==> src/design/gpio_port_pkg.sv <==
// package: register map, field layout, drive codes and reset values
package gpio_port_pkg;

  localparam int unsigned PIN_COUNT  = 8;
  localparam int unsigned ADDR_WIDTH = 5;
  localparam int unsigned DATA_WIDTH = 8;
  localparam int unsigned CTRL_COUNT = 4;
  localparam int unsigned SEL_WIDTH  = 2;

  // register offsets
  localparam logic [4:0] OFS_OUTPUT_VALUE   = 5'h00;
  localparam logic [4:0] OFS_PIN_LEVEL      = 5'h01;
  localparam logic [4:0] OFS_DRIVE_BIT0     = 5'h02;
  localparam logic [4:0] OFS_DRIVE_BIT1     = 5'h03;
  localparam logic [4:0] OFS_DRIVE_BIT2     = 5'h04;
  localparam logic [4:0] OFS_SLEW_SELECT    = 5'h05;
  localparam logic [4:0] OFS_BYPASS         = 5'h06;
  localparam logic [4:0] OFS_BIDIR_ENABLE   = 5'h07;
  localparam logic [4:0] OFS_OUT_SEL_LOW    = 5'h08;
  localparam logic [4:0] OFS_OUT_SEL_HIGH   = 5'h09;
  localparam logic [4:0] OFS_OE_SEL_LOW     = 5'h0a;
  localparam logic [4:0] OFS_OE_SEL_HIGH    = 5'h0b;
  localparam logic [4:0] OFS_PORT_WIDE      = 5'h0f;
  localparam logic [4:0] OFS_PIN_ALIAS_BASE = 5'h10;

  // bit layout inside a config alias byte
  localparam int unsigned FLD_OUTPUT_VALUE = 0;
  localparam int unsigned FLD_DRIVE_BIT0   = 1;
  localparam int unsigned FLD_DRIVE_BIT1   = 2;
  localparam int unsigned FLD_DRIVE_BIT2   = 3;
  localparam int unsigned FLD_PIN_LEVEL    = 4;
  localparam int unsigned FLD_BIDIR_ENABLE = 5;
  localparam int unsigned FLD_SLEW_SELECT  = 6;
  localparam int unsigned FLD_BYPASS       = 7;

  // drive codes
  typedef enum logic [2:0] {
    DRIVE_ANALOG_HIZ  = 3'h0,
    DRIVE_DIGITAL_HIZ = 3'h1,
    DRIVE_PULL_UP     = 3'h2,
    DRIVE_PULL_DOWN   = 3'h3,
    DRIVE_OD_LOW      = 3'h4,
    DRIVE_OD_HIGH     = 3'h5,
    DRIVE_STRONG      = 3'h6,
    DRIVE_PULL_BOTH   = 3'h7
  } drive_code_t;

  localparam logic [7:0] RESET_BYTE = 8'h00;
  localparam logic [7:0] UNMAPPED_READ = 8'h00;

endpackage

==> src/design/pin_drive_cell.sv <==
// one pin: drive code to pad controls, input gating
module pin_drive_cell (
  // configuration
  input  wire logic [2:0] drive_code_i,
  input  wire logic       slow_slew_i,
  input  wire logic       level_i,
  input  wire logic       hiz_request_i,
  // pad
  input  wire logic       pad_sync_i,
  output logic            pad_o,
  output logic            pad_oe_o,
  output logic            pad_res_o,
  output logic            pad_slow_o,
  output logic            in_enable_o,
  output logic            in_level_o
);
  import gpio_port_pkg::*;

  always_comb begin
    pad_o      = level_i;
    pad_oe_o   = 1'b0;
    pad_res_o  = 1'b0;
    in_enable_o = 1'b1;
    case (drive_code_t'(drive_code_i))
      DRIVE_ANALOG_HIZ: begin
        in_enable_o = 1'b0;
      end
      DRIVE_DIGITAL_HIZ: begin
        pad_oe_o = 1'b0;
      end
      DRIVE_PULL_UP: begin
        pad_oe_o  = 1'b1;
        pad_res_o = level_i;
      end
      DRIVE_PULL_DOWN: begin
        pad_oe_o  = 1'b1;
        pad_res_o = ~level_i;
      end
      DRIVE_OD_LOW: begin
        pad_oe_o = ~level_i;
      end
      DRIVE_OD_HIGH: begin
        pad_oe_o = level_i;
      end
      DRIVE_STRONG: begin
        pad_oe_o = 1'b1;
      end
      DRIVE_PULL_BOTH: begin
        pad_oe_o  = 1'b1;
        pad_res_o = 1'b1;
      end
      default: begin
        pad_oe_o = 1'b0;
      end
    endcase
    // dynamic enable overrides drive, input forced on
    if (hiz_request_i) begin
      pad_oe_o    = 1'b0;
      pad_res_o   = 1'b0;
      in_enable_o = 1'b1;
    end
    // slew only meaningful for strong edges
    pad_slow_o = slow_slew_i & pad_oe_o & ~pad_res_o;
    in_level_o = in_enable_o & pad_sync_i;
  end

endmodule

==> src/design/gpio_port_control.sv <==
// eight-pin port digital control with register file
// How it works
// - resistive modes: one resistive, one strong
// - open drain: one state high-Z, other strong
// - strong mode drives both levels
// - pull-both mode always resistive either way
// - slew only affects strong drive
// - slew bit zero fast, one slow
// - bypass drives pin from interconnect
// - bidir bit hands enable to interconnect
// - pin level register returns sensed levels
// - three drive registers form drive code
// - drive code encodes eight modes
// - analog high-Z disables input, reads zero, unless bidir control is high
// - data bit one high, zero low
// - pin alias read gathers bit n
// - pin alias write updates one pin
// - port-wide alias writes all pins
// - twenty interconnect connections per port
// - two select registers choose output signal
// - control high gives high-Z, input on
// - control low restores drive mode
// - two select registers choose enable signal
//
// Design decisions made here: strobed register access and the placing of the registers.
module gpio_port_control #(
  parameter int unsigned PINS = gpio_port_pkg::PIN_COUNT
) (
  // clock and reset
  input  wire logic                                  clock_i,
  input  wire logic                                  reset_n_i,
  // register port
  input  wire logic [gpio_port_pkg::ADDR_WIDTH-1:0]  reg_addr_i,
  input  wire logic [gpio_port_pkg::DATA_WIDTH-1:0]  reg_wdata_i,
  input  wire logic                                  reg_write_i,
  input  wire logic                                  reg_read_i,
  output logic      [gpio_port_pkg::DATA_WIDTH-1:0]  reg_rdata_o,
  // interconnect
  input  wire logic [PINS-1:0]                       fabric_out_i,
  input  wire logic [gpio_port_pkg::CTRL_COUNT-1:0]  fabric_oe_ctrl_i,
  output logic      [PINS-1:0]                       fabric_in_o,
  // pads
  input  wire logic [PINS-1:0]                       pad_i,
  output logic      [PINS-1:0]                       pad_o,
  output logic      [PINS-1:0]                       pad_oe_o,
  output logic      [PINS-1:0]                       pad_res_o,
  output logic      [PINS-1:0]                       pad_slow_o
);
  import gpio_port_pkg::*;

  ////////////////////////////////////////////////////////////////////////////
  // state

  logic [PINS-1:0] output_value_reg;
  logic [PINS-1:0] drive_bit0_reg;
  logic [PINS-1:0] drive_bit1_reg;
  logic [PINS-1:0] drive_bit2_reg;
  logic [PINS-1:0] slew_select_reg;
  logic [PINS-1:0] bypass_reg;
  logic [PINS-1:0] bidir_enable_reg;
  logic [PINS-1:0] out_sel_low_reg;
  logic [PINS-1:0] out_sel_high_reg;
  logic [PINS-1:0] oe_sel_low_reg;
  logic [PINS-1:0] oe_sel_high_reg;
  logic [7:0]      rdata_reg;

  logic [PINS-1:0] output_value_next;
  logic [PINS-1:0] drive_bit0_next;
  logic [PINS-1:0] drive_bit1_next;
  logic [PINS-1:0] drive_bit2_next;
  logic [PINS-1:0] slew_select_next;
  logic [PINS-1:0] bypass_next;
  logic [PINS-1:0] bidir_enable_next;
  logic [PINS-1:0] out_sel_low_next;
  logic [PINS-1:0] out_sel_high_next;
  logic [PINS-1:0] oe_sel_low_next;
  logic [PINS-1:0] oe_sel_high_next;
  logic [7:0]      rdata_next;

  logic [PINS-1:0] pad_meta_reg;
  logic [PINS-1:0] pad_meta_next;
  logic [PINS-1:0] pad_sync_reg;
  logic [PINS-1:0] pad_sync_next;
  logic [PINS-1:0] pin_level;
  logic [PINS-1:0] pin_level_raw;

  ////////////////////////////////////////////////////////////////////////////
  // pad input synchroniser; first stage feeds only the second

  always_comb begin
    pad_meta_next = pad_i;
    pad_sync_next = pad_meta_reg;
  end

  always_ff @(posedge clock_i or negedge reset_n_i) begin
    if (!reset_n_i) begin
      pad_meta_reg <= '0;
      pad_sync_reg <= '0;
    end else begin
      pad_meta_reg <= pad_meta_next;
      pad_sync_reg <= pad_sync_next;
    end
  end

  ////////////////////////////////////////////////////////////////////////////
  // per-pin datapath

  genvar g;
  generate
    for (g = 0; g < PINS; g++) begin : g_pin
      logic [1:0] out_sel;
      logic [1:0] oe_sel;
      logic       level;
      logic       hiz_req;
      logic [2:0] code;
      // odd pins look at the upper four sources
      localparam logic [0:0] SRC_BANK = 1'(g % 2);

      assign code    = {drive_bit2_reg[g], drive_bit1_reg[g],
                        drive_bit0_reg[g]};
      assign out_sel = {out_sel_high_reg[g], out_sel_low_reg[g]};
      assign oe_sel  = {oe_sel_high_reg[g], oe_sel_low_reg[g]};
      // pin n may take any of the four interconnect outputs in its bank
      assign level   = bypass_reg[g] ?
                       fabric_out_i[{SRC_BANK, out_sel}] :
                       output_value_reg[g];
      // bidir bit 0 keeps output enabled; 1 lets control line decide
      assign hiz_req = bidir_enable_reg[g] &
                       fabric_oe_ctrl_i[oe_sel];

      pin_drive_cell u_cell (
        .drive_code_i  (code),
        .slow_slew_i   (slew_select_reg[g]),
        .level_i       (level),
        .hiz_request_i (hiz_req),
        .pad_sync_i    (pad_sync_reg[g]),
        .pad_o         (pad_o[g]),
        .pad_oe_o      (pad_oe_o[g]),
        .pad_res_o     (pad_res_o[g]),
        .pad_slow_o    (pad_slow_o[g]),
        .in_enable_o   (),
        .in_level_o    (pin_level_raw[g])
      );
    end
  endgenerate

  assign pin_level   = pin_level_raw;
  // eight inputs back into the fabric; with 8 outs and 4 ctrls = 20
  assign fabric_in_o = pin_level;

  ////////////////////////////////////////////////////////////////////////////
  // register write decode

  logic       alias_hit;
  logic [2:0] alias_pin;

  assign alias_hit = reg_addr_i[4] == OFS_PIN_ALIAS_BASE[4];
  assign alias_pin = reg_addr_i[2:0];

  always_comb begin
    output_value_next = output_value_reg;
    drive_bit0_next   = drive_bit0_reg;
    drive_bit1_next   = drive_bit1_reg;
    drive_bit2_next   = drive_bit2_reg;
    slew_select_next  = slew_select_reg;
    bypass_next       = bypass_reg;
    bidir_enable_next = bidir_enable_reg;
    out_sel_low_next  = out_sel_low_reg;
    out_sel_high_next = out_sel_high_reg;
    oe_sel_low_next   = oe_sel_low_reg;
    oe_sel_high_next  = oe_sel_high_reg;
    if (reg_write_i) begin
      if (alias_hit) begin
        // one pin, every field at once; pin level bit ignored
        output_value_next[alias_pin] = reg_wdata_i[FLD_OUTPUT_VALUE];
        drive_bit0_next[alias_pin]   = reg_wdata_i[FLD_DRIVE_BIT0];
        drive_bit1_next[alias_pin]   = reg_wdata_i[FLD_DRIVE_BIT1];
        drive_bit2_next[alias_pin]   = reg_wdata_i[FLD_DRIVE_BIT2];
        bidir_enable_next[alias_pin] = reg_wdata_i[FLD_BIDIR_ENABLE];
        slew_select_next[alias_pin]  = reg_wdata_i[FLD_SLEW_SELECT];
        bypass_next[alias_pin]       = reg_wdata_i[FLD_BYPASS];
      end else begin
        case (reg_addr_i)
          OFS_OUTPUT_VALUE: begin
            output_value_next = reg_wdata_i;
          end
          OFS_DRIVE_BIT0: begin
            drive_bit0_next = reg_wdata_i;
          end
          OFS_DRIVE_BIT1: begin
            drive_bit1_next = reg_wdata_i;
          end
          OFS_DRIVE_BIT2: begin
            drive_bit2_next = reg_wdata_i;
          end
          OFS_SLEW_SELECT: begin
            slew_select_next = reg_wdata_i;
          end
          OFS_BYPASS: begin
            bypass_next = reg_wdata_i;
          end
          OFS_BIDIR_ENABLE: begin
            bidir_enable_next = reg_wdata_i;
          end
          OFS_OUT_SEL_LOW: begin
            out_sel_low_next = reg_wdata_i;
          end
          OFS_OUT_SEL_HIGH: begin
            out_sel_high_next = reg_wdata_i;
          end
          OFS_OE_SEL_LOW: begin
            oe_sel_low_next = reg_wdata_i;
          end
          OFS_OE_SEL_HIGH: begin
            oe_sel_high_next = reg_wdata_i;
          end
          OFS_PORT_WIDE: begin
            // same byte pattern replicated over every pin
            output_value_next = {PINS{reg_wdata_i[FLD_OUTPUT_VALUE]}};
            drive_bit0_next   = {PINS{reg_wdata_i[FLD_DRIVE_BIT0]}};
            drive_bit1_next   = {PINS{reg_wdata_i[FLD_DRIVE_BIT1]}};
            drive_bit2_next   = {PINS{reg_wdata_i[FLD_DRIVE_BIT2]}};
            bidir_enable_next = {PINS{reg_wdata_i[FLD_BIDIR_ENABLE]}};
            slew_select_next  = {PINS{reg_wdata_i[FLD_SLEW_SELECT]}};
            bypass_next       = {PINS{reg_wdata_i[FLD_BYPASS]}};
          end
          default: begin
          end
        endcase
      end
    end
  end

  ////////////////////////////////////////////////////////////////////////////
  // register read decode; data one cycle after the strobe

  function automatic logic [7:0] pin_alias(input logic [2:0] n,
                                           input logic [PINS-1:0] lvl);
    logic [7:0] b;
    b = 8'h00;
    b[FLD_OUTPUT_VALUE] = output_value_reg[n];
    b[FLD_DRIVE_BIT0]   = drive_bit0_reg[n];
    b[FLD_DRIVE_BIT1]   = drive_bit1_reg[n];
    b[FLD_DRIVE_BIT2]   = drive_bit2_reg[n];
    b[FLD_PIN_LEVEL]    = lvl[n];
    b[FLD_BIDIR_ENABLE] = bidir_enable_reg[n];
    b[FLD_SLEW_SELECT]  = slew_select_reg[n];
    b[FLD_BYPASS]       = bypass_reg[n];
    return b;
  endfunction

  always_comb begin
    rdata_next = UNMAPPED_READ;
    if (reg_read_i) begin
      if (alias_hit) begin
        rdata_next = pin_alias(alias_pin, pin_level);
      end else begin
        case (reg_addr_i)
          OFS_OUTPUT_VALUE: begin
            rdata_next = output_value_reg;
          end
          OFS_PIN_LEVEL: begin
            rdata_next = pin_level;
          end
          OFS_DRIVE_BIT0: begin
            rdata_next = drive_bit0_reg;
          end
          OFS_DRIVE_BIT1: begin
            rdata_next = drive_bit1_reg;
          end
          OFS_DRIVE_BIT2: begin
            rdata_next = drive_bit2_reg;
          end
          OFS_SLEW_SELECT: begin
            rdata_next = slew_select_reg;
          end
          OFS_BYPASS: begin
            rdata_next = bypass_reg;
          end
          OFS_BIDIR_ENABLE: begin
            rdata_next = bidir_enable_reg;
          end
          OFS_OUT_SEL_LOW: begin
            rdata_next = out_sel_low_reg;
          end
          OFS_OUT_SEL_HIGH: begin
            rdata_next = out_sel_high_reg;
          end
          OFS_OE_SEL_LOW: begin
            rdata_next = oe_sel_low_reg;
          end
          OFS_OE_SEL_HIGH: begin
            rdata_next = oe_sel_high_reg;
          end
          // port-wide alias is write-only in effect; reads pin 0 view
          OFS_PORT_WIDE: begin
            rdata_next = pin_alias(3'h0, pin_level);
          end
          default: begin
            rdata_next = UNMAPPED_READ;
          end
        endcase
      end
    end
  end

  ////////////////////////////////////////////////////////////////////////////
  // registers; reset is analog high-Z with data low

  always_ff @(posedge clock_i or negedge reset_n_i) begin
    if (!reset_n_i) begin
      output_value_reg <= RESET_BYTE;
      drive_bit0_reg   <= RESET_BYTE;
      drive_bit1_reg   <= RESET_BYTE;
      drive_bit2_reg   <= RESET_BYTE;
      slew_select_reg  <= RESET_BYTE;
      bypass_reg       <= RESET_BYTE;
      bidir_enable_reg <= RESET_BYTE;
      out_sel_low_reg  <= RESET_BYTE;
      out_sel_high_reg <= RESET_BYTE;
      oe_sel_low_reg   <= RESET_BYTE;
      oe_sel_high_reg  <= RESET_BYTE;
      rdata_reg        <= UNMAPPED_READ;
    end else begin
      output_value_reg <= output_value_next;
      drive_bit0_reg   <= drive_bit0_next;
      drive_bit1_reg   <= drive_bit1_next;
      drive_bit2_reg   <= drive_bit2_next;
      slew_select_reg  <= slew_select_next;
      bypass_reg       <= bypass_next;
      bidir_enable_reg <= bidir_enable_next;
      out_sel_low_reg  <= out_sel_low_next;
      out_sel_high_reg <= out_sel_high_next;
      oe_sel_low_reg   <= oe_sel_low_next;
      oe_sel_high_reg  <= oe_sel_high_next;
      rdata_reg        <= rdata_next;
    end
  end

  assign reg_rdata_o = rdata_reg;

endmodule

==> config.mk <==
export PLATFORM = sky130hd
export DESIGN_NAME = gpio_port_control
export DESIGN_NICKNAME = d
export VERILOG_FILES = /design/src/design/gpio_port_pkg.sv /design/src/design/pin_drive_cell.sv /design/src/design/gpio_port_control.sv
export SDC_FILE = /design/constraint.sdc
export NUM_CORES = 1
export LEC_CHECK = 0
export ABC_AREA = 1
export BUFFER_PORTS_ARGS = -buffer_cell sky130_fd_sc_hd__buf_2
export CORE_AREA = 3 3 143 145
export DETAILED_ROUTE_END_ITERATION = 6
export DIE_AREA = 0 0 146 148
export PLACE_DENSITY = 0.67
export SLEW_MARGIN = 5
export SYNTH_ARGS = -nofsm -noshare
export SYNTH_HDL_FRONTEND = slang
export SYNTH_HIERARCHICAL = 1
export SYNTH_SLANG_ARGS = --single-unit
==> constraint.sdc <==
create_clock -name clock_i -period 3.2 [get_ports clock_i]
set_input_delay 0.32 -clock clock_i [delete_from_list [all_inputs] [get_ports clock_i]]
set_output_delay 0.32 -clock clock_i [all_outputs]
set_load 0.1 [all_outputs]
==> results of run 1 <==
[layer usage]
layer | routed length [microns] | up-vias | share of wire
met5 | 0 | - | 0
met4 | 1380 | 0 | 0.040
met3 | 3260 | 95 | 0.095
met2 | 15400 | 540 | 0.45
met1 | 14100 | 4212 | 0.41
li1 | - | 4233 | -
[cell usage in the layout (no fill, tap or decap)]
| cell | netlist | final |
|---|---|---|
| clkinv_2 | 0 | 2 |
| clkbuf_16 | 0 | 9 |
| o21ai_1 | 26 | 26 |
| clkinv_1 | 1 | 1 |
| a21boi_0 | 1 | 1 |
| a31oi_1 | 14 | 14 |
| dfrtp_1 | 112 | 112 |
| buf_4 | 11 | 27 |
| nor3_1 | 2 | 2 |
| inv_1 | 112 | 112 |
| inv_8 | 0 | 1 |
| nand2_1 | 333 | 333 |
| o21a_1 | 2 | 2 |
| nand2_4 | 1 | 1 |
| inv_2 | 15 | 15 |
| nand4_1 | 21 | 21 |
| a21oi_4 | 1 | 1 |
| o21ai_0 | 96 | 96 |
| nand3_2 | 5 | 5 |
| nor2_4 | 3 | 3 |
| buf_2 | 16 | 83 |
| clkinv_4 | 0 | 1 |
| a21oi_1 | 71 | 71 |
| clkinv_8 | 0 | 1 |
| and2_1 | 8 | 8 |
| inv_6 | 0 | 2 |
| nor2_8 | 1 | 1 |
| a21oi_2 | 7 | 7 |
| nor2_1 | 202 | 202 |
| nand2_2 | 32 | 32 |
| a22oi_1 | 21 | 21 |
| mux2i_1 | 1 | 1 |
| o211ai_1 | 18 | 18 |
| buf_12 | 0 | 1 |
| nand3_1 | 86 | 86 |
| nor2_2 | 19 | 19 |
[logic make-up after synthesis]
kind of cell	Yosys count
AOI/OAI and AO/OA	257
buffers and inverters	178
DFF	112
muxes	1
and+or+nand+nor	713
[cell type report]
type                    count  area, sq um  area share
inverters                 128          480      0.0530
flip-flops and latches    112         2800       0.309
multi-input cells         971         4520       0.499
clock buffers               9          225      0.0249
well taps                 265          332      0.0366
repair buffers            111          638      0.0704
clock inverters             7         63.8     0.00704
[worst min-delay path by stage]
| stage | from | to | depth (start not counted) |
|---|---|---|---|
| 2_1_floorplan | reset_n_i | bidir_enable_reg[0] | 0 |
| 3_3_place_gp | pad_meta_reg[3] | pad_sync_reg[3] | 0 |
| 3_5_place_dp | pad_meta_reg[3] | pad_sync_reg[3] | 0 |
| 4_1_cts | reset_n_i | pad_meta_reg[1] | 1 |
| 5_1_grt | reset_n_i | bypass_reg[1] | 1 |
| 6_report | reset_n_i | bypass_reg[1] | 1 |
[cells in the mapped netlist (2+ instances only)]
| cell | count |
|---|---|
| o21a_1 | 2 |
| nor2_2 | 19 |
| nand3_1 | 86 |
| buf_2 | 16 |
| nand3_2 | 5 |
| and2_1 | 8 |
| nor3_1 | 2 |
| nor2_4 | 3 |
| a21oi_2 | 7 |
| a31oi_1 | 14 |
| clkbuf_1 | 11 |
| o21ai_1 | 26 |
| buf_1 | 9 |
| o21ai_0 | 96 |
| nand4_1 | 21 |
| nand2_1 | 333 |
| a22oi_1 | 21 |
| buf_6 | 3 |
| nor2_1 | 202 |
| dfrtp_1 | 112 |
| a21oi_1 | 71 |
| inv_1 | 112 |
| buf_4 | 11 |
| nand2_2 | 32 |
| inv_2 | 15 |
| o211ai_1 | 18 |
[power breakdown]
group          total [W]  internal [W]  switching (W)
clock            0.00115      0.000547       0.000602
sequential       0.00203       0.00163       0.000407
combinational    0.00221      0.000494        0.00172
total            0.00539       0.00267        0.00273
[per-stage QoR]
| step | area [sq um] | util | hold slack (ns) | cells | power, W |
|---|---|---|---|---|---|
| floorplan | 8080 | - | 0.0244 | 1261 | 0.00360 |
| detailed placement | 8770 | 0.454 | 0.335 | 1587 | 0.00423 |
| finish | 9060 | 0.469 | -0.0208 | 1603 | 0.00539 |
| global placement | 8770 | 0.454 | 0.333 | 1587 | 0.00421 |
| CTS | 9060 | 0.469 | 0.0102 | 1603 | 0.00537 |
| global route | 9060 | 0.469 | 0.0378 | 1603 | 0.00564 |
==> metrics.md, run 1 <==
| Metric | Value |
|---|---|
| PnR worst setup slack | `0.332 ns` |
| Max-slew violation count | `0` |
| Avg Cell Area, Syn | `6.40 sq um` |
| CP endpoint kind | `output pin` |
| Global routing met1 resource utilization | `0.430` |
| Max Fclk | `0.349 GHz` |
| Tmin final | `2.87 ns` |
| Setup_tns | `0 ns` |
| Total GRT Usage | `0.312` |
| Delay-heaviest family, CP | `compound AO/OA/AOI/OAI gates` |
| Post-synth ARST share | `1.00` |
| Clock tree sinks | `112` |
| GR Util met2 | `0.497` |
| DRC viols | `0` |
| Via count | `9080` |
| Failing checks | `negative hold slack` |
| Top-area cell type share of the netlist area | `0.347` |
| Tcrit/Tclk final | `0.896` |
| Fin Hold WS | `-0.0208 ns` |
| Synth area leaders | `dfrtp_1 (35%), nand2_1 (15%), nor2_1 (9.4%)` |
| Die Width | `146 microns` |
| #FFs+latches synth | `112` |
| Post-synth EDFFs | `0` |
| Met3 Resource Use GR | `0.0586` |
| Post-CTS Hold Buffers | `0` |
| VDD IR max | `0.000249 V` |
| I/O pin cnt | `85` |
| Starting Density | `0.418` |
| Fill cells | `2124` |
| PD cells | `595 nW/um^2` |
| CP Depth | `10` |
| DP HPWL | `26100 microns` |
| Post-Synth Simple-Gate Area | `0.379` |
| Die height | `148 microns` |
| Clk pin slew, worst setup/hold paths | `0.09 ns` |
| Crit Path Max Fanout | `6` |
| Critical path class | `register to output pin` |
| Rows | `51` |
| Longest Clk Path Bufs | `2` |
| PortBufs | `84` |
| Layout area overhead | `12.2%` |
| CTS root buf | `clkbuf_16` |
| CTS Buf Count | `9` |
| Status | `finished, violations left` |
| GRT Residual Overflow | `0` |
| Worst Tran Pin Value | `0.738 ns` |
| Final hold vios | `11` |
| CTS resizes | `0` |
| Top Usage Layer GRT | `met2` |
| Cell chain of the critical path | `nand2_1 > o211ai_1 > a31oi_1 > inv_1 > nand2_1 > nand2_1 > nor2_2 > nor2_2 > nor2_2 > buf_2` |
| Vias in the first global route | `8216` |
| Setup WS pre-CTS | `0.644 ns` |
| Diode count | `0` |
| Initial antenna violation count | `0` |
| Sequential fraction of the synthesis area | `0.347` |
| Unique masters post-synth | `32` |
| Mapped Cells | `1261` |
| Reg2Reg Setup Slack | `0.92 ns` |
| Yosys Warn Count | `6` |
| Clk Latency, worst-skew pair | `0.37 ns` |
| First-pass GRT wire length | `51300 microns` |
| Crit path buffers/inverters | `2` |
| Unrepaired setup endpoints after global routing | `false` |
| Clock Skews | `0.0145 ns` |
| Number of setup buffers added after CTS | `0` |
| Compound-Gate Fraction of Synth Area | `0.179` |
| Synthesized area | `8080 sq um` |
| Slew headroom | `0.506` |
| Critical path origin | `out_sel_low_reg[5]` |
| Worst R2R Start | `oe_sel_low_reg[1]` |
| Wire per inst | `21.3 microns` |
| CTS tree | `built` |
| Initial DRC Count | `1168` |
| Total core area | `19300 sq um` |
| Mapped Nets | `1298` |
| CP peak stage delay | `0.63 ns` |
| Worst reg2reg endpoint | `reg_rdata_o[4]` |
| Mux cell area share after synthesis | `0.00124` |
| Setup-failing EPs final | `0` |
| Yosys top cell by area | `dfrtp_1` |
| Nets | `1370` |
| GP Congestion | `1.04` |
| Via density per instance | `5.66` |
| Worst Hold Class | `input pin to async pin` |
| Die area | `21600 sq um` |
| Ratio of cells with drive above 1 in the final layout | `0.158` |
| Number of max-cap violations | `0` |
| Htree depth | `3` |
| Crit-path slowest cell | `a31oi_1` |
| Post-Synth Adder-Cell Area | `0` |
| Final ANT Viol Nets | `0` |
| Critical Path AT | `2.55 ns` |
| Primary FF master, synth | `dfrtp_1` |
| Worst setup endpoint | `pad_slow_o[5]` |
| Main combinational cell family by area after synthesis | `simple AND/OR/NAND/NOR gates` |
| P_leak | `4.75 nW` |
| Synth Area in XOR/XNOR | `0` |
| Largest net degree at the start of global routing | `65` |
| WL final | `34200 microns` |
| Cell count of the worst reg-to-reg path | `12` |
| Pre-antenna DRT Iters | `6` |
| CP startpoint kind | `register` |
| Critical path required time | `2.88 ns` |
Power figures use the tool's default switching activity.
==> run 2: changes to the inputs <==
--- a/config.mk
+++ b/config.mk
@@ -7,10 +7,12 @@
 export LEC_CHECK = 0
 export ABC_AREA = 1
 export BUFFER_PORTS_ARGS = -buffer_cell sky130_fd_sc_hd__buf_2
+export CELL_PAD_IN_SITES_DETAIL_PLACEMENT = 0
+export CELL_PAD_IN_SITES_GLOBAL_PLACEMENT = 1
 export CORE_AREA = 3 3 143 145
 export DETAILED_ROUTE_END_ITERATION = 6
 export DIE_AREA = 0 0 146 148
-export PLACE_DENSITY = 0.67
+export PLACE_DENSITY = 0.87
 export SLEW_MARGIN = 5
 export SYNTH_ARGS = -nofsm -noshare
 export SYNTH_HDL_FRONTEND = slang
==> metrics.md, run 2 (synthesized netlist as in run 1, its figures left out) <==
| Metric | Value |
|---|---|
| Die height | `148 microns (unchanged)` |
| Rows | `51 (unchanged)` |
| DRC viols | `0 (unchanged)` |
| Htree depth | `3 (unchanged)` |
| Placed cell count | `1583 (was 1587)` |
| Die area | `21600 sq um (unchanged)` |
| PD cells | `594 nW/um^2 (was 595 nW/um^2)` |
| Via density per instance | `5.62 (was 5.66)` |
| Crit-path slowest cell | `a31oi_1 (unchanged)` |
| CTS tree | `built (unchanged)` |
| Pre-antenna DRT Iters | `7 (was 6)` |
| Max Fclk | `0.344 GHz (was 0.349 GHz)` |
| Total GRT Usage | `0.320 (was 0.312)` |
| CP startpoint kind | `register (unchanged)` |
| Setup_tns | `0 ns (unchanged)` |
| Unrepaired setup endpoints after global routing | `false (unchanged)` |
| Cell chain of the critical path | `nand2_1 > o211ai_1 > a31oi_1 > inv_1 > nor2_1 > nand2_2 > a21oi_2 > buf_2 (was nand2_1 > o211ai_1 > a31oi_1 > inv_1 > nand2_1 > nand2_1 > nor2_2 > nor2_2 > nor2_2 > buf_2)` |
| Final hold vios | `0 (was 11)` |
| Clk Latency, worst-skew pair | `0.38 ns (was 0.37 ns)` |
| CTS root buf | `clkbuf_16 (unchanged)` |
| Clock tree sinks | `112 (unchanged)` |
| Most common cell after layout, fill and taps aside | `nand2_1 (unchanged)` |
| Placed inst area | `8740 sq um (was 8770 sq um)` |
| Final ANT Viol Nets | `0 (unchanged)` |
| Diode count | `0 (unchanged)` |
| CTS resizes | `0 (unchanged)` |
| Number of max-cap violations | `0 (unchanged)` |
| Clock Skews | `0.0122 ns (was 0.0145 ns)` |
| Crit Path Max Fanout | `6 (unchanged)` |
| PnR worst setup slack | `0.290 ns (was 0.332 ns)` |
| Layout area overhead | `11.8% (was 12.2%)` |
| Initial antenna violation count | `0 (unchanged)` |
| Vias in the first global route | `8256 (was 8216)` |
| Nets | `1367 (was 1370)` |
| WL final | `34600 microns (was 34200 microns)` |
| Critical path class | `register to output pin (unchanged)` |
| Via count | `8986 (was 9080)` |
| Number of setup buffers added after CTS | `0 (unchanged)` |
| Clk pin slew, worst setup/hold paths | `0.08 ns (was 0.09 ns)` |
| GRT Residual Overflow | `0 (unchanged)` |
| Wire per inst | `21.7 microns (was 21.3 microns)` |
| Total core area | `19300 sq um (unchanged)` |
| Critical Path AT | `2.59 ns (was 2.55 ns)` |
| Most frequent cells in the layout | `nand2_1 (333), nor2_1 (202), inv_1 (112), dfrtp_1 (112), o21ai_0 (96) (unchanged)` |
| DP HPWL | `26500 microns (was 26100 microns)` |
| Tcrit/Tclk final | `0.909 (was 0.896)` |
| VDD IR max | `0.000267 V (was 0.000249 V)` |
| Critical path required time | `2.88 ns (about the same)` |
| Tmin final | `2.91 ns (was 2.87 ns)` |
| CTS Buf Count | `9 (unchanged)` |
| Starting Density | `0.418 (unchanged)` |
| I/O pin cnt | `85 (unchanged)` |
| Worst Hold Class | `input pin to register (was input pin to async pin)` |
| Die Width | `146 microns (unchanged)` |
| Crit path buffers/inverters | `2 (unchanged)` |
| Initial DRC Count | `1177 (was 1168)` |
| CP peak stage delay | `0.66 ns (was 0.63 ns)` |
| Longest Clk Path Bufs | `2 (unchanged)` |
| GP Congestion | `1.02 (was 1.04)` |
| CP endpoint kind | `output pin (unchanged)` |
| Cell Count, Final, Fillers Out | `1599 (was 1603)` |
| P_leak | `4.72 nW (was 4.75 nW)` |
| Largest net degree at the start of global routing | `67 (was 65)` |
| Fin area | `9020 sq um (was 9060 sq um)` |
| First-pass GRT wire length | `52200 microns (was 51300 microns)` |
| Status | `completed (was finished, violations left)` |
| Delay-heaviest family, CP | `compound AO/OA/AOI/OAI gates (unchanged)` |
| Worst Tran Pin Value | `0.770 ns (was 0.738 ns)` |
| Setup-failing EPs final | `0 (unchanged)` |
| PortBufs | `84 (unchanged)` |
| Setup WS pre-CTS | `0.718 ns (was 0.644 ns)` |
| Max-slew violation count | `0 (unchanged)` |
| Slew headroom | `0.484 (was 0.506)` |
| Ratio of cells with drive above 1 in the final layout | `0.154 (was 0.158)` |
[run 2: metrics by stage]
| step | hold WS [ns] | power, W | util |
|---|---|---|---|
| 4_1_cts | 0.0405 | 0.00534 | 0.467 |
| 2_1_floorplan | 0.0244 | 0.00360 | - |
| 5_1_grt | 0.0442 | 0.00561 | 0.467 |
| 6_report | 0.0429 | 0.00536 | 0.467 |
| 3_5_place_dp | 0.336 | 0.00422 | 0.452 |
| 3_3_place_gp | 0.333 | 0.00420 | 0.452 |
[run 2: power by group]
group          switching [W]  leakage [nW]  internal [W]
Sequential          0.000402          1.40       0.00163
Clock               0.000590         0.135      0.000536
Combinational        0.00172          3.18      0.000485
[run 2: path summary, 6_finish.rpt]
kind / start / endpoint / slack, ns / cells after the start
worst max register to register: oe_sel_low_reg[7] / reg_rdata_o[7] / 0.89 / 12
worst max-delay path: out_sel_low_reg[3] / pad_res_o[3] / 0.29 / 8
max in group asynchronous: reset_n_i / drive_bit1_reg[1] / 1.89 / 3
worst min register to register: pad_meta_reg[3] / pad_sync_reg[3] / 0.35 / 0
worst min-delay path: pad_i[6] / pad_meta_reg[6] / 0.04 / 1
min in group asynchronous: reset_n_i / pad_sync_reg[5] / 0.50 / 2
[run 2: what timing repair did]
item,in CTS,in global routing
hold buffers,1,0
setup endpoints to repair,0,0
endpoints found under the hold margin,19,0
[run 2: worst register-to-register path, stage by stage, from the launching register on]
cell and delay [ns]:
dfrtp_1 0.45, a21oi_1 0.16, o21ai_0 0.09, a21boi_0 0.42, inv_1 0.18, nand3_1 0.11, and2_1 0.20, nand4_1 0.11
nand2_1 0.09, nor2_1 0.05, nand2_1 0.07, nor2_1 0.04, a21oi_1 0.22
[run 2: area by class of cell]
class	count	area, sq um
Sequential cell	112	2800
Tap cell	265	332
Timing Repair Buffer	108	618
Clock buffer	10	229
Inverter	128	480
Multi-Input combinational cell	971	4520
Fill cell	2052	10300
Clock inverter	5	42.5
[run 2: routing by layer]
metal	part of all wire	vias to the layer above	global-route usage
met1	0.43	4183	0.445
li1	-	4224	-
met2	0.45	497	0.498
met3	0.086	82	0.0515
met5	0	-	0
met4	0.043	0	0.134
